### src/design/deb_params.svh
// constants for the dsp external bus and control pin block
// assumes inclusion by deb_top and tb, after the package
`ifndef DEB_PARAMS_SVH
`define DEB_PARAMS_SVH

// ---------------------------------------------------------------
// register offsets (byte addresses)
// ---------------------------------------------------------------
`define DEB_AW         8
`define DEB_OFF_CTRL   8'h00
`define DEB_OFF_STAT   8'h04
`define DEB_OFF_CMD    8'h08
`define DEB_OFF_PC     8'h0C

// ---------------------------------------------------------------
// field positions
// ---------------------------------------------------------------
`define DEB_CTRL_WS    0
`define DEB_CTRL_SHR   1
`define DEB_ST_UOUT    0
`define DEB_ST_UIN     2
`define DEB_ST_BUSY    4
`define DEB_ST_HALT    5
`define DEB_ST_PEND    6
`define DEB_CMD_DATA   0
`define DEB_CMD_ADDR   16
`define DEB_CMD_RD     19
`define DEB_CMDR_BUSY  16
`define DEB_PCR_STK    16

// ---------------------------------------------------------------
// values
// ---------------------------------------------------------------
`define DEB_RESP_OKAY  2'h0
`define DEB_RESP_SLV   2'h2
`define DEB_PC_W       12
`define DEB_STK_N      6
`define DEB_VEC_IRQ0   12'hFFF
`define DEB_VEC_IRQ1   12'hFFE
`define DEB_VEC_IRQ2   12'hFFD
`define DEB_VEC_RST    12'hFFC
`define DEB_SLOT_SHR   3'h4
`define DEB_SLOT_RSVD  3'h7
`define DEB_WS_CYC     1'h1

`endif

### src/design/deb_pkg.sv
// types for the dsp external bus and control pin block
// assumes nothing beyond a systemverilog compiler
package deb_pkg;

  // ---------------------------------------------------------------
  // states
  // ---------------------------------------------------------------
  typedef enum logic [1:0] {BUS_IDLE, BUS_INT, BUS_ACC} deb_bus_e;
  typedef enum logic [1:0] {CORE_BOOT, CORE_LOAD, CORE_RUN} deb_core_e;

  // ---------------------------------------------------------------
  // carriers
  // ---------------------------------------------------------------
  typedef struct packed {
    logic        rd;
    logic [2:0]  addr;
    logic [15:0] data;
  } deb_cmd_s;

  typedef struct packed {
    logic [1:0] uin;
    logic       halt;
    logic [2:0] irq;
  } deb_sync_s;

endpackage

### src/design/deb_top.sv
// external register bus, vectored interrupts, halt, reset fetch
// and user pins of a small dsp core, with an axi4-lite slave
// assumes one clock, pins synchronous, tri-state resolved outside
//
// Behaviour
// - address bus driven on every register access
// - address lines select one of eight registers
// - slots 0-3 user, 4-6 shared, 7 reserved
// - data lines float except external writes
// - strobe only for outside peripherals
// - write data driven when select and strobe low
// - sampled wait extends the access
// - wait state bit adds exactly one wait
// - halt holds program counter, executes no-ops
// - interrupts raised on rising input edges
// - vectors fetched from fixed words
// - request zero first, request two last
// - reset pushes counter, fetch from 0FFCH
// - status register cleared on reset
// - program counter and stack kept across reset
// - execution starts fixed cycles after release
// - user inputs for branches and status
// - user outputs from writable status bits
// - user output pins are inverted bits
`timescale 1ns/100ps
`include "deb_params.svh"
module deb_top
  import deb_pkg::*;
(
  input  wire logic                 aclk,
  input  wire logic                 aresetn,
  input  wire logic                 ce,
  input  wire logic [`DEB_AW-1:0]   s_axi_awaddr,
  input  wire logic                 s_axi_awvalid,
  output logic                      s_axi_awready,
  input  wire logic [31:0]          s_axi_wdata,
  input  wire logic [3:0]           s_axi_wstrb,
  input  wire logic                 s_axi_wvalid,
  output logic                      s_axi_wready,
  output logic [1:0]                s_axi_bresp,
  output logic                      s_axi_bvalid,
  input  wire logic                 s_axi_bready,
  input  wire logic [`DEB_AW-1:0]   s_axi_araddr,
  input  wire logic                 s_axi_arvalid,
  output logic                      s_axi_arready,
  output logic [31:0]               s_axi_rdata,
  output logic [1:0]                s_axi_rresp,
  output logic                      s_axi_rvalid,
  input  wire logic                 s_axi_rready,
  output logic [2:0]                ext_reg_addr,
  output logic                      ext_rd_wr,
  output logic                      data_strobe_n,
  output logic [15:0]               ext_data_out,
  input  wire logic [15:0]          ext_data_in,
  output logic                      ext_data_oe_n,
  input  wire logic                 ext_wait,
  input  wire logic                 halt,
  input  wire logic                 irq_high_prio,
  input  wire logic                 irq_mid_prio,
  input  wire logic                 irq_low_prio,
  input  wire logic                 user_in_zero,
  input  wire logic                 user_in_one,
  output logic                      user_out_zero,
  output logic                      user_out_one,
  output logic [1:0]                branch_cond,
  output logic [`DEB_PC_W-1:0]      prog_addr,
  output logic                      prog_rd,
  input  wire logic [`DEB_PC_W-1:0] prog_data
);

  deb_sync_s           sync1_q;
  deb_sync_s           sync2_q;
  deb_sync_s           sync3_q;
  logic [2:0]          irq_rise;
  logic [2:0]          pend_q;
  logic [2:0]          take_mask;
  logic [`DEB_PC_W-1:0] take_vec;
  logic                take;
  deb_core_e           core_st_q;
  logic [`DEB_PC_W-1:0] pc_q;
  logic [`DEB_PC_W-1:0] stk_q [`DEB_STK_N];
  logic                in_rst_q;
  logic                aw_hold_q;
  logic                w_hold_q;
  logic [`DEB_AW-1:0]  aw_addr_q;
  logic [31:0]         w_data_q;
  logic [3:0]          w_strb_q;
  logic                bvalid_q;
  logic [1:0]          bresp_q;
  logic                rvalid_q;
  logic [31:0]         rdata_q;
  logic [1:0]          rresp_q;
  logic                wr_fire;
  logic                wr_err;
  logic                wr_ctrl;
  logic                wr_stat;
  logic                wr_cmd;
  logic                cmd_go;
  deb_cmd_s            cmd_w;
  logic                ext_hit;
  logic                ctrl_ws_q;
  logic                ctrl_shr_q;
  logic [1:0]          uout_q;
  logic [31:0]         stat_v;
  logic [31:0]         rd_mux;
  logic                rd_map;
  deb_bus_e            bus_st_q;
  logic                ws_cnt_q;
  logic [15:0]         rd_data_q;

  // ---------------------------------------------------------------
  // input synchronisers and edge detect
  // ---------------------------------------------------------------
  always_ff @(posedge aclk) begin
    if (!aresetn) begin
      sync1_q <= '0;
      sync2_q <= '0;
      sync3_q <= '0;
    end else if (ce) begin
      sync1_q <= {user_in_one, user_in_zero, halt,
                  irq_low_prio, irq_mid_prio, irq_high_prio};
      sync2_q <= sync1_q;
      sync3_q <= sync2_q;
    end
  end

  assign irq_rise    = sync2_q.irq & ~sync3_q.irq;
  assign branch_cond = sync2_q.uin;

  // ---------------------------------------------------------------
  // interrupt pending and priority
  // ---------------------------------------------------------------
  always_comb begin
    take_mask = 3'h0;
    take_vec  = `DEB_VEC_IRQ0;
    if (pend_q[0]) begin
      take_mask = 3'h1;
      take_vec  = `DEB_VEC_IRQ0;
    end else if (pend_q[1]) begin
      take_mask = 3'h2;
      take_vec  = `DEB_VEC_IRQ1;
    end else if (pend_q[2]) begin
      take_mask = 3'h4;
      take_vec  = `DEB_VEC_IRQ2;
    end
  end

  assign take = ce && (core_st_q == CORE_RUN) && !sync2_q.halt
                && (pend_q != 3'h0);

  // a new edge wins over the clear of a taken request
  always_ff @(posedge aclk) begin
    if (!aresetn) begin
      pend_q <= 3'h0;
    end else if (ce) begin
      pend_q <= (pend_q & ~(take ? take_mask : 3'h0)) | irq_rise;
    end
  end

  // ---------------------------------------------------------------
  // program counter, vector fetch and stack
  // ---------------------------------------------------------------
  always_ff @(posedge aclk) begin
    if (!aresetn) begin
      core_st_q <= CORE_BOOT;
      prog_rd   <= 1'b0;
      prog_addr <= `DEB_VEC_RST;
    end else if (ce) begin
      case (core_st_q)
        CORE_BOOT: begin
          prog_rd   <= 1'b1;
          prog_addr <= `DEB_VEC_RST;
          core_st_q <= CORE_LOAD;
        end
        CORE_LOAD: begin
          prog_rd   <= 1'b0;
          core_st_q <= CORE_RUN;
        end
        CORE_RUN: begin
          if (take) begin
            prog_rd   <= 1'b1;
            prog_addr <= take_vec;
            core_st_q <= CORE_LOAD;
          end
        end
        default: begin
          core_st_q <= CORE_BOOT;
        end
      endcase
    end
  end

  // counter is not reset: it keeps its value for the push
  always_ff @(posedge aclk) begin
    if (aresetn && ce) begin
      case (core_st_q)
        CORE_LOAD: begin
          pc_q <= prog_data;
        end
        CORE_RUN: begin
          if (!take && !sync2_q.halt) begin
            pc_q <= pc_q + 12'h1;
          end
        end
        default: begin
        end
      endcase
    end
  end

  always_ff @(posedge aclk) begin
    if (!aresetn) begin
      in_rst_q <= 1'b1;
    end else if (ce) begin
      in_rst_q <= 1'b0;
    end
  end

  // stack is never cleared, one push on reset entry
  always_ff @(posedge aclk) begin
    if ((!aresetn && !in_rst_q) || (aresetn && take)) begin
      stk_q[0] <= pc_q;
      for (int i = 1; i < `DEB_STK_N; i++) begin
        stk_q[i] <= stk_q[i-1];
      end
    end
  end

  // ---------------------------------------------------------------
  // axi4-lite write channel
  // ---------------------------------------------------------------
  assign s_axi_awready = !aw_hold_q && !bvalid_q;
  assign s_axi_wready  = !w_hold_q && !bvalid_q;
  assign s_axi_bvalid  = bvalid_q;
  assign s_axi_bresp   = bresp_q;
  assign wr_fire = aw_hold_q && w_hold_q && !bvalid_q;
  assign wr_ctrl = wr_fire && (aw_addr_q == `DEB_OFF_CTRL) && w_strb_q[0];
  assign wr_stat = wr_fire && (aw_addr_q == `DEB_OFF_STAT) && w_strb_q[0];
  assign wr_cmd  = wr_fire && (aw_addr_q == `DEB_OFF_CMD)
                   && (w_strb_q[2:0] == 3'h7);
  assign cmd_go  = wr_cmd && (bus_st_q == BUS_IDLE);
  assign wr_err  = !((aw_addr_q == `DEB_OFF_CTRL)
                   || (aw_addr_q == `DEB_OFF_STAT)
                   || (aw_addr_q == `DEB_OFF_CMD))
                   || (wr_cmd && (bus_st_q != BUS_IDLE));

  always_ff @(posedge aclk) begin
    if (!aresetn) begin
      aw_hold_q <= 1'b0;
      w_hold_q  <= 1'b0;
      aw_addr_q <= '0;
      w_data_q  <= '0;
      w_strb_q  <= '0;
      bvalid_q  <= 1'b0;
      bresp_q   <= `DEB_RESP_OKAY;
    end else if (ce) begin
      if (s_axi_awvalid && s_axi_awready) begin
        aw_hold_q <= 1'b1;
        aw_addr_q <= s_axi_awaddr;
      end
      if (s_axi_wvalid && s_axi_wready) begin
        w_hold_q <= 1'b1;
        w_data_q <= s_axi_wdata;
        w_strb_q <= s_axi_wstrb;
      end
      if (wr_fire) begin
        aw_hold_q <= 1'b0;
        w_hold_q  <= 1'b0;
        bvalid_q  <= 1'b1;
        bresp_q   <= wr_err ? `DEB_RESP_SLV : `DEB_RESP_OKAY;
      end else if (bvalid_q && s_axi_bready) begin
        bvalid_q <= 1'b0;
      end
    end
  end

  // ---------------------------------------------------------------
  // control and status registers
  // ---------------------------------------------------------------
  always_ff @(posedge aclk) begin
    if (!aresetn) begin
      ctrl_ws_q  <= 1'b0;
      ctrl_shr_q <= 1'b0;
      uout_q     <= 2'h0;
    end else if (ce) begin
      if (wr_ctrl) begin
        ctrl_ws_q  <= w_data_q[`DEB_CTRL_WS];
        ctrl_shr_q <= w_data_q[`DEB_CTRL_SHR];
      end
      if (wr_stat) begin
        uout_q <= w_data_q[`DEB_ST_UOUT +: 2];
      end
    end
  end

  assign user_out_zero = ~uout_q[0];
  assign user_out_one  = ~uout_q[1];

  always_comb begin
    stat_v = '0;
    stat_v[`DEB_ST_UOUT +: 2] = uout_q;
    stat_v[`DEB_ST_UIN +: 2]  = sync2_q.uin;
    stat_v[`DEB_ST_BUSY]      = (bus_st_q != BUS_IDLE);
    stat_v[`DEB_ST_HALT]      = sync2_q.halt;
    stat_v[`DEB_ST_PEND +: 3] = pend_q;
  end

  // ---------------------------------------------------------------
  // axi4-lite read channel
  // ---------------------------------------------------------------
  always_comb begin
    rd_mux = '0;
    rd_map = 1'b1;
    case (s_axi_araddr)
      `DEB_OFF_CTRL: begin
        rd_mux[`DEB_CTRL_WS]  = ctrl_ws_q;
        rd_mux[`DEB_CTRL_SHR] = ctrl_shr_q;
      end
      `DEB_OFF_STAT: begin
        rd_mux = stat_v;
      end
      `DEB_OFF_CMD: begin
        rd_mux[15:0]           = rd_data_q;
        rd_mux[`DEB_CMDR_BUSY] = (bus_st_q != BUS_IDLE);
      end
      `DEB_OFF_PC: begin
        rd_mux[`DEB_PC_W-1:0]             = pc_q;
        rd_mux[`DEB_PCR_STK +: `DEB_PC_W] = stk_q[0];
      end
      default: begin
        rd_map = 1'b0;
      end
    endcase
  end

  assign s_axi_arready = !rvalid_q;
  assign s_axi_rvalid  = rvalid_q;
  assign s_axi_rdata   = rdata_q;
  assign s_axi_rresp   = rresp_q;

  always_ff @(posedge aclk) begin
    if (!aresetn) begin
      rvalid_q <= 1'b0;
      rdata_q  <= '0;
      rresp_q  <= `DEB_RESP_OKAY;
    end else if (ce) begin
      if (s_axi_arvalid && !rvalid_q) begin
        rvalid_q <= 1'b1;
        rdata_q  <= rd_mux;
        rresp_q  <= rd_map ? `DEB_RESP_OKAY : `DEB_RESP_SLV;
      end else if (rvalid_q && s_axi_rready) begin
        rvalid_q <= 1'b0;
      end
    end
  end

  // ---------------------------------------------------------------
  // external register bus
  // ---------------------------------------------------------------
  assign cmd_w.rd   = w_data_q[`DEB_CMD_RD];
  assign cmd_w.addr = w_data_q[`DEB_CMD_ADDR +: 3];
  assign cmd_w.data = w_data_q[`DEB_CMD_DATA +: 16];
  // shared slots go out only with their internal units disabled
  assign ext_hit = (cmd_w.addr < `DEB_SLOT_SHR)
                   || (ctrl_shr_q && (cmd_w.addr != `DEB_SLOT_RSVD));

  always_ff @(posedge aclk) begin
    if (!aresetn) begin
      bus_st_q      <= BUS_IDLE;
      ext_reg_addr  <= 3'h0;
      ext_rd_wr     <= 1'b1;
      data_strobe_n <= 1'b1;
      ext_data_oe_n <= 1'b1;
      ext_data_out  <= 16'h0000;
      ws_cnt_q      <= 1'b0;
      rd_data_q     <= 16'h0000;
    end else if (ce) begin
      case (bus_st_q)
        BUS_IDLE: begin
          if (cmd_go) begin
            ext_reg_addr <= cmd_w.addr;
            ext_rd_wr    <= cmd_w.rd;
            if (ext_hit) begin
              data_strobe_n <= 1'b0;
              ext_data_oe_n <= cmd_w.rd;
              ext_data_out  <= cmd_w.data;
              ws_cnt_q      <= ctrl_ws_q ? `DEB_WS_CYC : 1'b0;
              bus_st_q      <= BUS_ACC;
            end else begin
              bus_st_q <= BUS_INT;
            end
          end
        end
        BUS_INT: begin
          if (ext_rd_wr) begin
            rd_data_q <= 16'h0000;
          end
          ext_rd_wr <= 1'b1;
          bus_st_q  <= BUS_IDLE;
        end
        BUS_ACC: begin
          if (ws_cnt_q) begin
            ws_cnt_q <= 1'b0;
          end else if (!ext_wait) begin
            if (ext_rd_wr) begin
              rd_data_q <= ext_data_in;
            end
            data_strobe_n <= 1'b1;
            ext_data_oe_n <= 1'b1;
            ext_rd_wr     <= 1'b1;
            bus_st_q      <= BUS_IDLE;
          end
        end
        default: begin
          bus_st_q <= BUS_IDLE;
        end
      endcase
    end
  end
endmodule

### config.mk
export PLATFORM = sky130hd
export DESIGN_NAME = deb_top
export DESIGN_NICKNAME = d
export VERILOG_FILES = /design/src/design/deb_pkg.sv /design/src/design/deb_top.sv
export VERILOG_INCLUDE_DIRS = /design/src /design/src/design
export SDC_FILE = /design/constraint.sdc
export NUM_CORES = 1
export LEC_CHECK = 0
export CAP_MARGIN = 20
export CELL_PAD_IN_SITES_DETAIL_PLACEMENT = 0
export CELL_PAD_IN_SITES_GLOBAL_PLACEMENT = 1
export CORE_ASPECT_RATIO = 2
export CORE_MARGIN = 5
export CORE_UTILIZATION = 45
export DETAILED_ROUTE_END_ITERATION = 8
export DONT_BUFFER_PORTS = 1
export PLACE_DENSITY_LB_ADDON = 0.1
export SETUP_SLACK_MARGIN = 0.02
export SLEW_MARGIN = 20
export SYNTH_ARGS = -nofsm -noshare
export SYNTH_HDL_FRONTEND = slang
export SYNTH_SLANG_ARGS = --single-unit
### constraint.sdc
create_clock -name aclk -period 7.6 [get_ports aclk]
set_clock_uncertainty 0.15 [all_clocks]
set_input_delay 0.38 -clock aclk [delete_from_list [all_inputs] [get_ports aclk]]
set_output_delay 0.38 -clock aclk [all_outputs]
set_load 0.02 [all_outputs]
==> results of run 1 <==
-- flip-flops by register name, indices dropped and copies added, names as in the netlist, 6 cells and up --
signal	flops
aw_addr_q	8
ext_data_out	16
pc_q	12
rd_data_q	16
s_axi_rdata	28
stk_q	12
sync1_q	6
w_data_q	20
-- cells by family (layout without fill, tap and decap cells) --
logic type	count (synthesis)	count (layout)
xor gates and xnor gates	9	9
adders and majority gates	5	5
buffers and inverters	76	112
AOI/OAI and AO/OA	141	141
DFF	158	158
muxes	53	53
and+or+nand+nor	262	262
other	2	16
-- through the flow --
stage | std cells | setup WS (ns)
global placement | 854 | 4.71
global route | 948 | 4.52
CTS | 948 | 4.63
detailed placement | 854 | 4.64
floorplan | 720 | 5.21
finish | 948 | 4.65
-- critical path: stages, from the launching register on --
cell	delay (ns)
dfxtp_1	0.31
or4_4	0.57
or4_4	0.66
nor3_4	0.90
mux2i_1	0.27
-- final cells by class --
| class | instances | area [µm²] | area share, % |
|---|---|---|---|
| sequential | 158 | 3400 | 43.2 |
| multi-input combinational | 486 | 2880 | 36.5 |
| timing repair buffer | 69 | 686 | 8.70 |
| clock buffer | 21 | 483 | 6.13 |
| tap | 192 | 240 | 3.05 |
| clock inverter | 10 | 149 | 1.89 |
| inverter | 12 | 45.0 | 0.572 |
-- cell usage in the layout, fill, tap and decap left out, types with 3 or more instances in the layout --
cell	synthesis	routed
nand2_1	128	128
nor2_1	53	53
a2bb2oi_1	4	4
a22oi_1	13	13
nand4_1	4	4
a22o_1	16	16
nor2b_1	3	3
dfxtp_1	134	134
mux2i_1	43	43
and3_1	3	3
a21oi_1	58	58
nor4_1	4	4
conb_1	2	16
a21boi_0	3	3
nand4b_1	3	3
clkbuf_16	0	19
nand3_1	27	27
mux2_2	8	8
inv_6	0	3
and2_1	4	4
buf_4	18	6
nor3_1	7	7
ha_1	5	5
o21a_1	3	3
inv_1	11	11
o31ai_1	3	3
dlygate4sd3_1	0	62
edfxtp_1	24	24
o21ai_0	26	26
nand3b_1	4	4
nand2b_1	4	4
bufinv_16	0	3
xor2_1	7	7
-- worst paths after layout --
path,slack (ns),startpoint,end,depth (start not counted)
worst min-delay path,0.02,prog_data[2],pc_q[2],2
worst min register to register,0.30,rd_data_q[6],rd_data_q[6],2
worst max register to register,4.65,aw_addr_q[0],ext_data_out[0],4
worst max-delay path,4.65,aw_addr_q[0],ext_data_out[0],4
-- where the power goes --
group          internal [mW]  switching [mW]
clock                  0.561           0.345
sequential             0.869          0.0180
combinational         0.0535          0.0665
-- per-layer routing --
layer / share of wire (%) / up-vias / wire length, µm / track usage, %
met3: 4.8 / 19 / 834 / 4.70
li1: - / 2513 / - / -
met4: 1.8 / 0 / 317 / 6.84
met5: 0 / - / 0 / 0
met1: 36 / 2429 / 6220 / 20.0
met2: 58 / 131 / 10000 / 39.8
==> reports/metrics.yaml, run 1 <==
cts_inserted_buffers: 17
period_needed_ns: 2.95
placed_area_um2: 6610
die_x_um: 95.5
synth_cell_type_count: 62
postRouteAntennaNets: 0
yosys-top-cells-area: "dfxtp_1, edfxtp_1, nand2_1"
design.core.area_um2: 14400
holdWs_ns: 0.0182
maxCapViolCount: 0
synth_cells: 706
synth_simple_gate_area_share_pct: 18.4
synth_area_leader_cell: "dfxtp_1"
io_buffers: 0
timing.setup.tns_ns: 0
irDropWorstVdd_v: 0.000155
crit_type: "register to register"
final_core_util_pct: 54.9
rows: 62
die_area_um2: 17300
post-synth-top-count-cell: "dfxtp_1"
fmaxAchievable_ghz: 0.339
cts_post_setup_buffers_inserted: 0
clkTransAtPathRegs_ns: 0.06
synthArstFlopShare_pct: 0
muxShareOfSynthArea_pct: 8.59
synthTopCellsByCount: "dfxtp_1, nand2_1, a21oi_1"
startpoint_type: "register"
fin_crit_sh_pct: 38.8
drc: 0
setup_viol_count_final: 0
path_max_fanout: 16
power_mw: 1.91
antenna_cells: 0
initial_core_util_pct: 45.9
globalRouteOverflowTotal: 0
cts_buffer_depth: 2
cp.arrival_ns: 3.13
synthAdderAreaFrac_pct: 0.950
n_fill_cell: 1334
worst_slew_pin_slew_ns: 1.08
wl_per_cell_um: 18.3
rsz0062_at_grt: "no"
grt_max_degree: 51
power.leakage_nw: 2.82
drive_above_1_share_pct: 7.54
synth_edf_count: 24
area_growth_pct: 19.7
hp-class: "input port to register"
layout.nets: 844
clk_latency_ns: 0.41
finalInstanceArea_um2: 7880
status: "completed"
yosys_warnings: 0
first_pass_iters: 6
ctsHtreeMaxLevel: 4
cts_sinks: 158
first_iter_violations: 255
max_slew_margin_pct: 28.0
tritoncts: "built"
track_usage_pct: 20.4
grt_pass1_wl_mm: 27.2
cp-end-kind: "register"
wl_mm: 17.4
crit_required_ns: 7.78
synth_area_per_cell_um2: 9.33
synth_compound_area_share_pct: 13.5
hold_buffers: 63
yosysTopAreaCellShare_pct: 40.7
synth_area_um2: 6590
grt_pass1_vias: 5192
synth-seq-cells: 158
post_cts_resize_count: 0
viasPerCell: 5.37
dr_total_vias: 5092
slew_viol_final: 0
yosysSeqAreaShare_pct: 51.7
synthXorXnorAreaFrac_pct: 1.20
synth_top_family_by_area: "simple AND/OR/NAND/NOR gates"
finalHoldViolCount: 0
ys.flop_type: "dfxtp_1"
place.gp.congestion: 0.755
antenna_found_initial: 0
cts-root-buf: "clkbuf_16"
die_h_um: 181
power_density_nw_per_um2: 243
dp_hpwl_mm: 12.3
ios: 175
(Power assumes the default switching activity.)
==> inputs of run 2 (changes only) <==
--- a/config.mk
+++ b/config.mk
@@ -11,7 +11,7 @@
 export CELL_PAD_IN_SITES_GLOBAL_PLACEMENT = 1
 export CORE_ASPECT_RATIO = 2
 export CORE_MARGIN = 5
-export CORE_UTILIZATION = 45
+export CORE_UTILIZATION = 42
 export DETAILED_ROUTE_END_ITERATION = 8
 export DONT_BUFFER_PORTS = 1
 export PLACE_DENSITY_LB_ADDON = 0.1
==> constraint.sdc (replaced) <==
create_clock -name aclk -period 2.6 [get_ports aclk]
set_clock_uncertainty 0.15 [all_clocks]
set_input_delay 0.13 -clock aclk [delete_from_list [all_inputs] [get_ports aclk]]
set_output_delay 0.13 -clock aclk [all_outputs]
set_load 0.02 [all_outputs]
==> run 2 against run 1 <==
Clock power increased to 2.7 times the previous value. First-iteration DRC count decreased by 31%. Core utilization decreased by 2.2 points. Highest routed layer unchanged.
==> reports/metrics.yaml, run 2 (same netlist as run 1, synthesis figures left out) <==
reg2reg_to: "ext_data_oe_n"
globalRouteOverflowTotal: 0  # unchanged
grt_pass1_vias: 5372  # +3.5%
slowest_stage: "or4_4"
rrSetupSlack_ns: 0.17  # -4.48 ns
p_seq_share_pct: 47.8  # +1.4 points
cts_buffer_depth: 2  # unchanged
drive_above_1_share_pct: 9.06  # +1.5 points
place.gp.congestion: 0.764  # +1.2%
cp-end-kind: "register"
grt_pass1_wl_mm: 28.6  # +5.2%
antenna_found_initial: 0  # unchanged
viasPerCell: 5.33  # -0.71%
pwr-share-clk_pct: 45.0  # -2.4 points
tritoncts: "built"
worst_slew_pin_slew_ns: 0.679  # -0.398 ns
maxCapViolCount: 0  # unchanged
fin_crit_sh_pct: 93.4  # +55 points
design.core.area_um2: 15400  # +7.1%
finalHoldViolCount: 0  # unchanged
path_depth: 4  # unchanged
p_sw_share_pct: 23.5  # +1.0 points
antenna_cells: 0  # unchanged
post_cts_resize_count: 0  # unchanged
crit_type: "register to register"
layout.nets: 872  # +3.3%
final_cells: 982  # +3.6%
power_density_nw_per_um2: 669  # +180%
p_switching_mw: 1.27  # +200%
ctsHtreeMaxLevel: 4  # unchanged
startpoint_type: "register"
cts_sinks: 158  # unchanged
die_h_um: 187  # +3.3%
crit_required_ns: 2.76  # -5.02 ns
setup_viol_count_final: 0  # unchanged
area_growth_pct: 23.0
power.leakage_nw: 2.94  # +4.5%
period_needed_ns: 2.43  # -0.520 ns
rows: 64  # +3.2%
clkTransAtPathRegs_ns: 0.06  # about the same
worstSetupStartpoint: "aw_addr_q[0]"
worstSetupEndpoint: "ext_data_oe_n"
cts_post_setup_buffers_inserted: 0  # unchanged
cts_inserted_buffers: 17  # unchanged
timing.setup.tns_ns: 0  # unchanged
track_usage_pct: 19.8  # -0.63 points
first_iter_violations: 177  # -31%
power_mw: 5.42  # +180%
intPower_mw: 4.14  # +180%
ios: 175  # unchanged
mostFrequentLayoutCells: "dfxtp_1, nand2_1, dlygate4sd3_1"
dp_hpwl_mm: 12.8  # +4.2%
cp_num_buf_inv: 0  # unchanged
wl_mm: 18.2  # +4.8%
wl_per_cell_um: 18.6  # +1.2%
dp_cells: 873  # +2.2%
fmaxAchievable_ghz: 0.412  # +21%
cp.arrival_ns: 2.59  # -0.54 ns
hp-class: "input port to register"
io_buffers: 0  # unchanged
max_slew_margin_pct: 54.3  # +26 points
final_common_cell: "dfxtp_1"
grt_max_degree: 50  # -2.0%
initial_core_util_pct: 42.8  # -3.1 points
first_pass_iters: 4  # -2
reg2reg_depth: 4  # unchanged
status: "completed"
slew_viol_final: 0  # unchanged
largest_reg_flops: 28  # unchanged
postRouteAntennaNets: 0  # unchanged
hold_buffers: 78  # +24%
dr_total_vias: 5237  # +2.8%
power.share.combinational_pct: 7.2  # +0.9 points
rsz0062_at_grt: "no"
rr_startpoint: "aw_addr_q[0]"
drc: 0  # unchanged
path_max_fanout: 11  # -5
cts-root-buf: "clkbuf_16"
crit_family: "simple AND/OR/NAND/NOR gates"
max_stage_delay_ns: 0.66  # -0.24 ns
irDropWorstVdd_v: 0.000445  # +190%
crit_chain: "or4_4, or4_4, a211o_1, a211o_1"
clk_latency_ns: 0.42  # about the same
die_area_um2: 18400  # +6.6%
die_x_um: 98.5  # +3.1%
==> run 2: cell count changes in the layout (fill, tap and decap cells not counted) <==
cell           previous run  this run
clkbuf_8                  0         1
dlygate4sd3_1            62        76
inv_8                     1         0
clkinv_2                  0         4
inv_4                     1         2
bufinv_16                 3         2
buf_4                     6        17
buf_12                    1         4
inv_6                     3         1
clkbuf_16                19        17
==> run 2: worst min path at each step <==
stage,end,cells after the start,start,slack [ns]
floorplan,w_data_q[10],2,s_axi_wdata[10],0.12
global placement,s_axi_rdata[3],1,aresetn,0.11
detailed placement,s_axi_rdata[2],1,aresetn,0.11
CTS,s_axi_rdata[13],4,s_axi_araddr[0],0.003
global route,s_axi_rdata[13],4,s_axi_araddr[0],0.02
finish,s_axi_rdata[14],4,s_axi_araddr[0],0.009
==> run 2: metal layers <==
layer | GRT usage, % | wire length, µm
met5 | 0 | 0
met4 | 8.73 | 574
met1 | 19.1 | 6370
met2 | 37.9 | 10200
met3 | 5.38 | 1060
==> run 2: layout make-up <==
| type | count | area, µm² |
|---|---|---|
| Timing Repair Buffer | 97 | 968 |
| Clock buffer | 20 | 447 |
| Tap cell | 198 | 248 |
| Fill cell | 1486 | 7270 |
| Clock inverter | 11 | 116 |
| Inverter | 12 | 45.0 |
| Multi-Input combinational cell | 486 | 2880 |
| Sequential cell | 158 | 3400 |
==> run 2: power by group through the flow <==
stage	logic (mW)	registers, mW	clock network (mW)
6_report	0.389	2.59	2.44
3_3_place_gp	0.259	2.64	0
2_1_floorplan	0.251	2.63	0
4_1_cts	0.393	2.59	2.50
3_5_place_dp	0.264	2.65	0
5_1_grt	0.429	2.60	2.59
==> run 2: through the flow <==
stage | worst slack, ns | util (%) | area (µm²) | hold slack [ns]
global placement | 0.181 | 43.8 | 6740 | 0.108
global route | 0.100 | 52.7 | 8100 | 0.0202
floorplan | 0.208 | - | 6640 | 0.116
CTS | 0.159 | 52.7 | 8100 | 0.00323
detailed placement | 0.166 | 43.8 | 6740 | 0.112
finish | 0.173 | 52.7 | 8100 | 0.00882
==> run 2: worst min-delay path, cell delays in order <==
cell	delay, ns
or2_2	0.11
nor4_1	0.09
a22oi_1	0.14
nor2_1	0.05
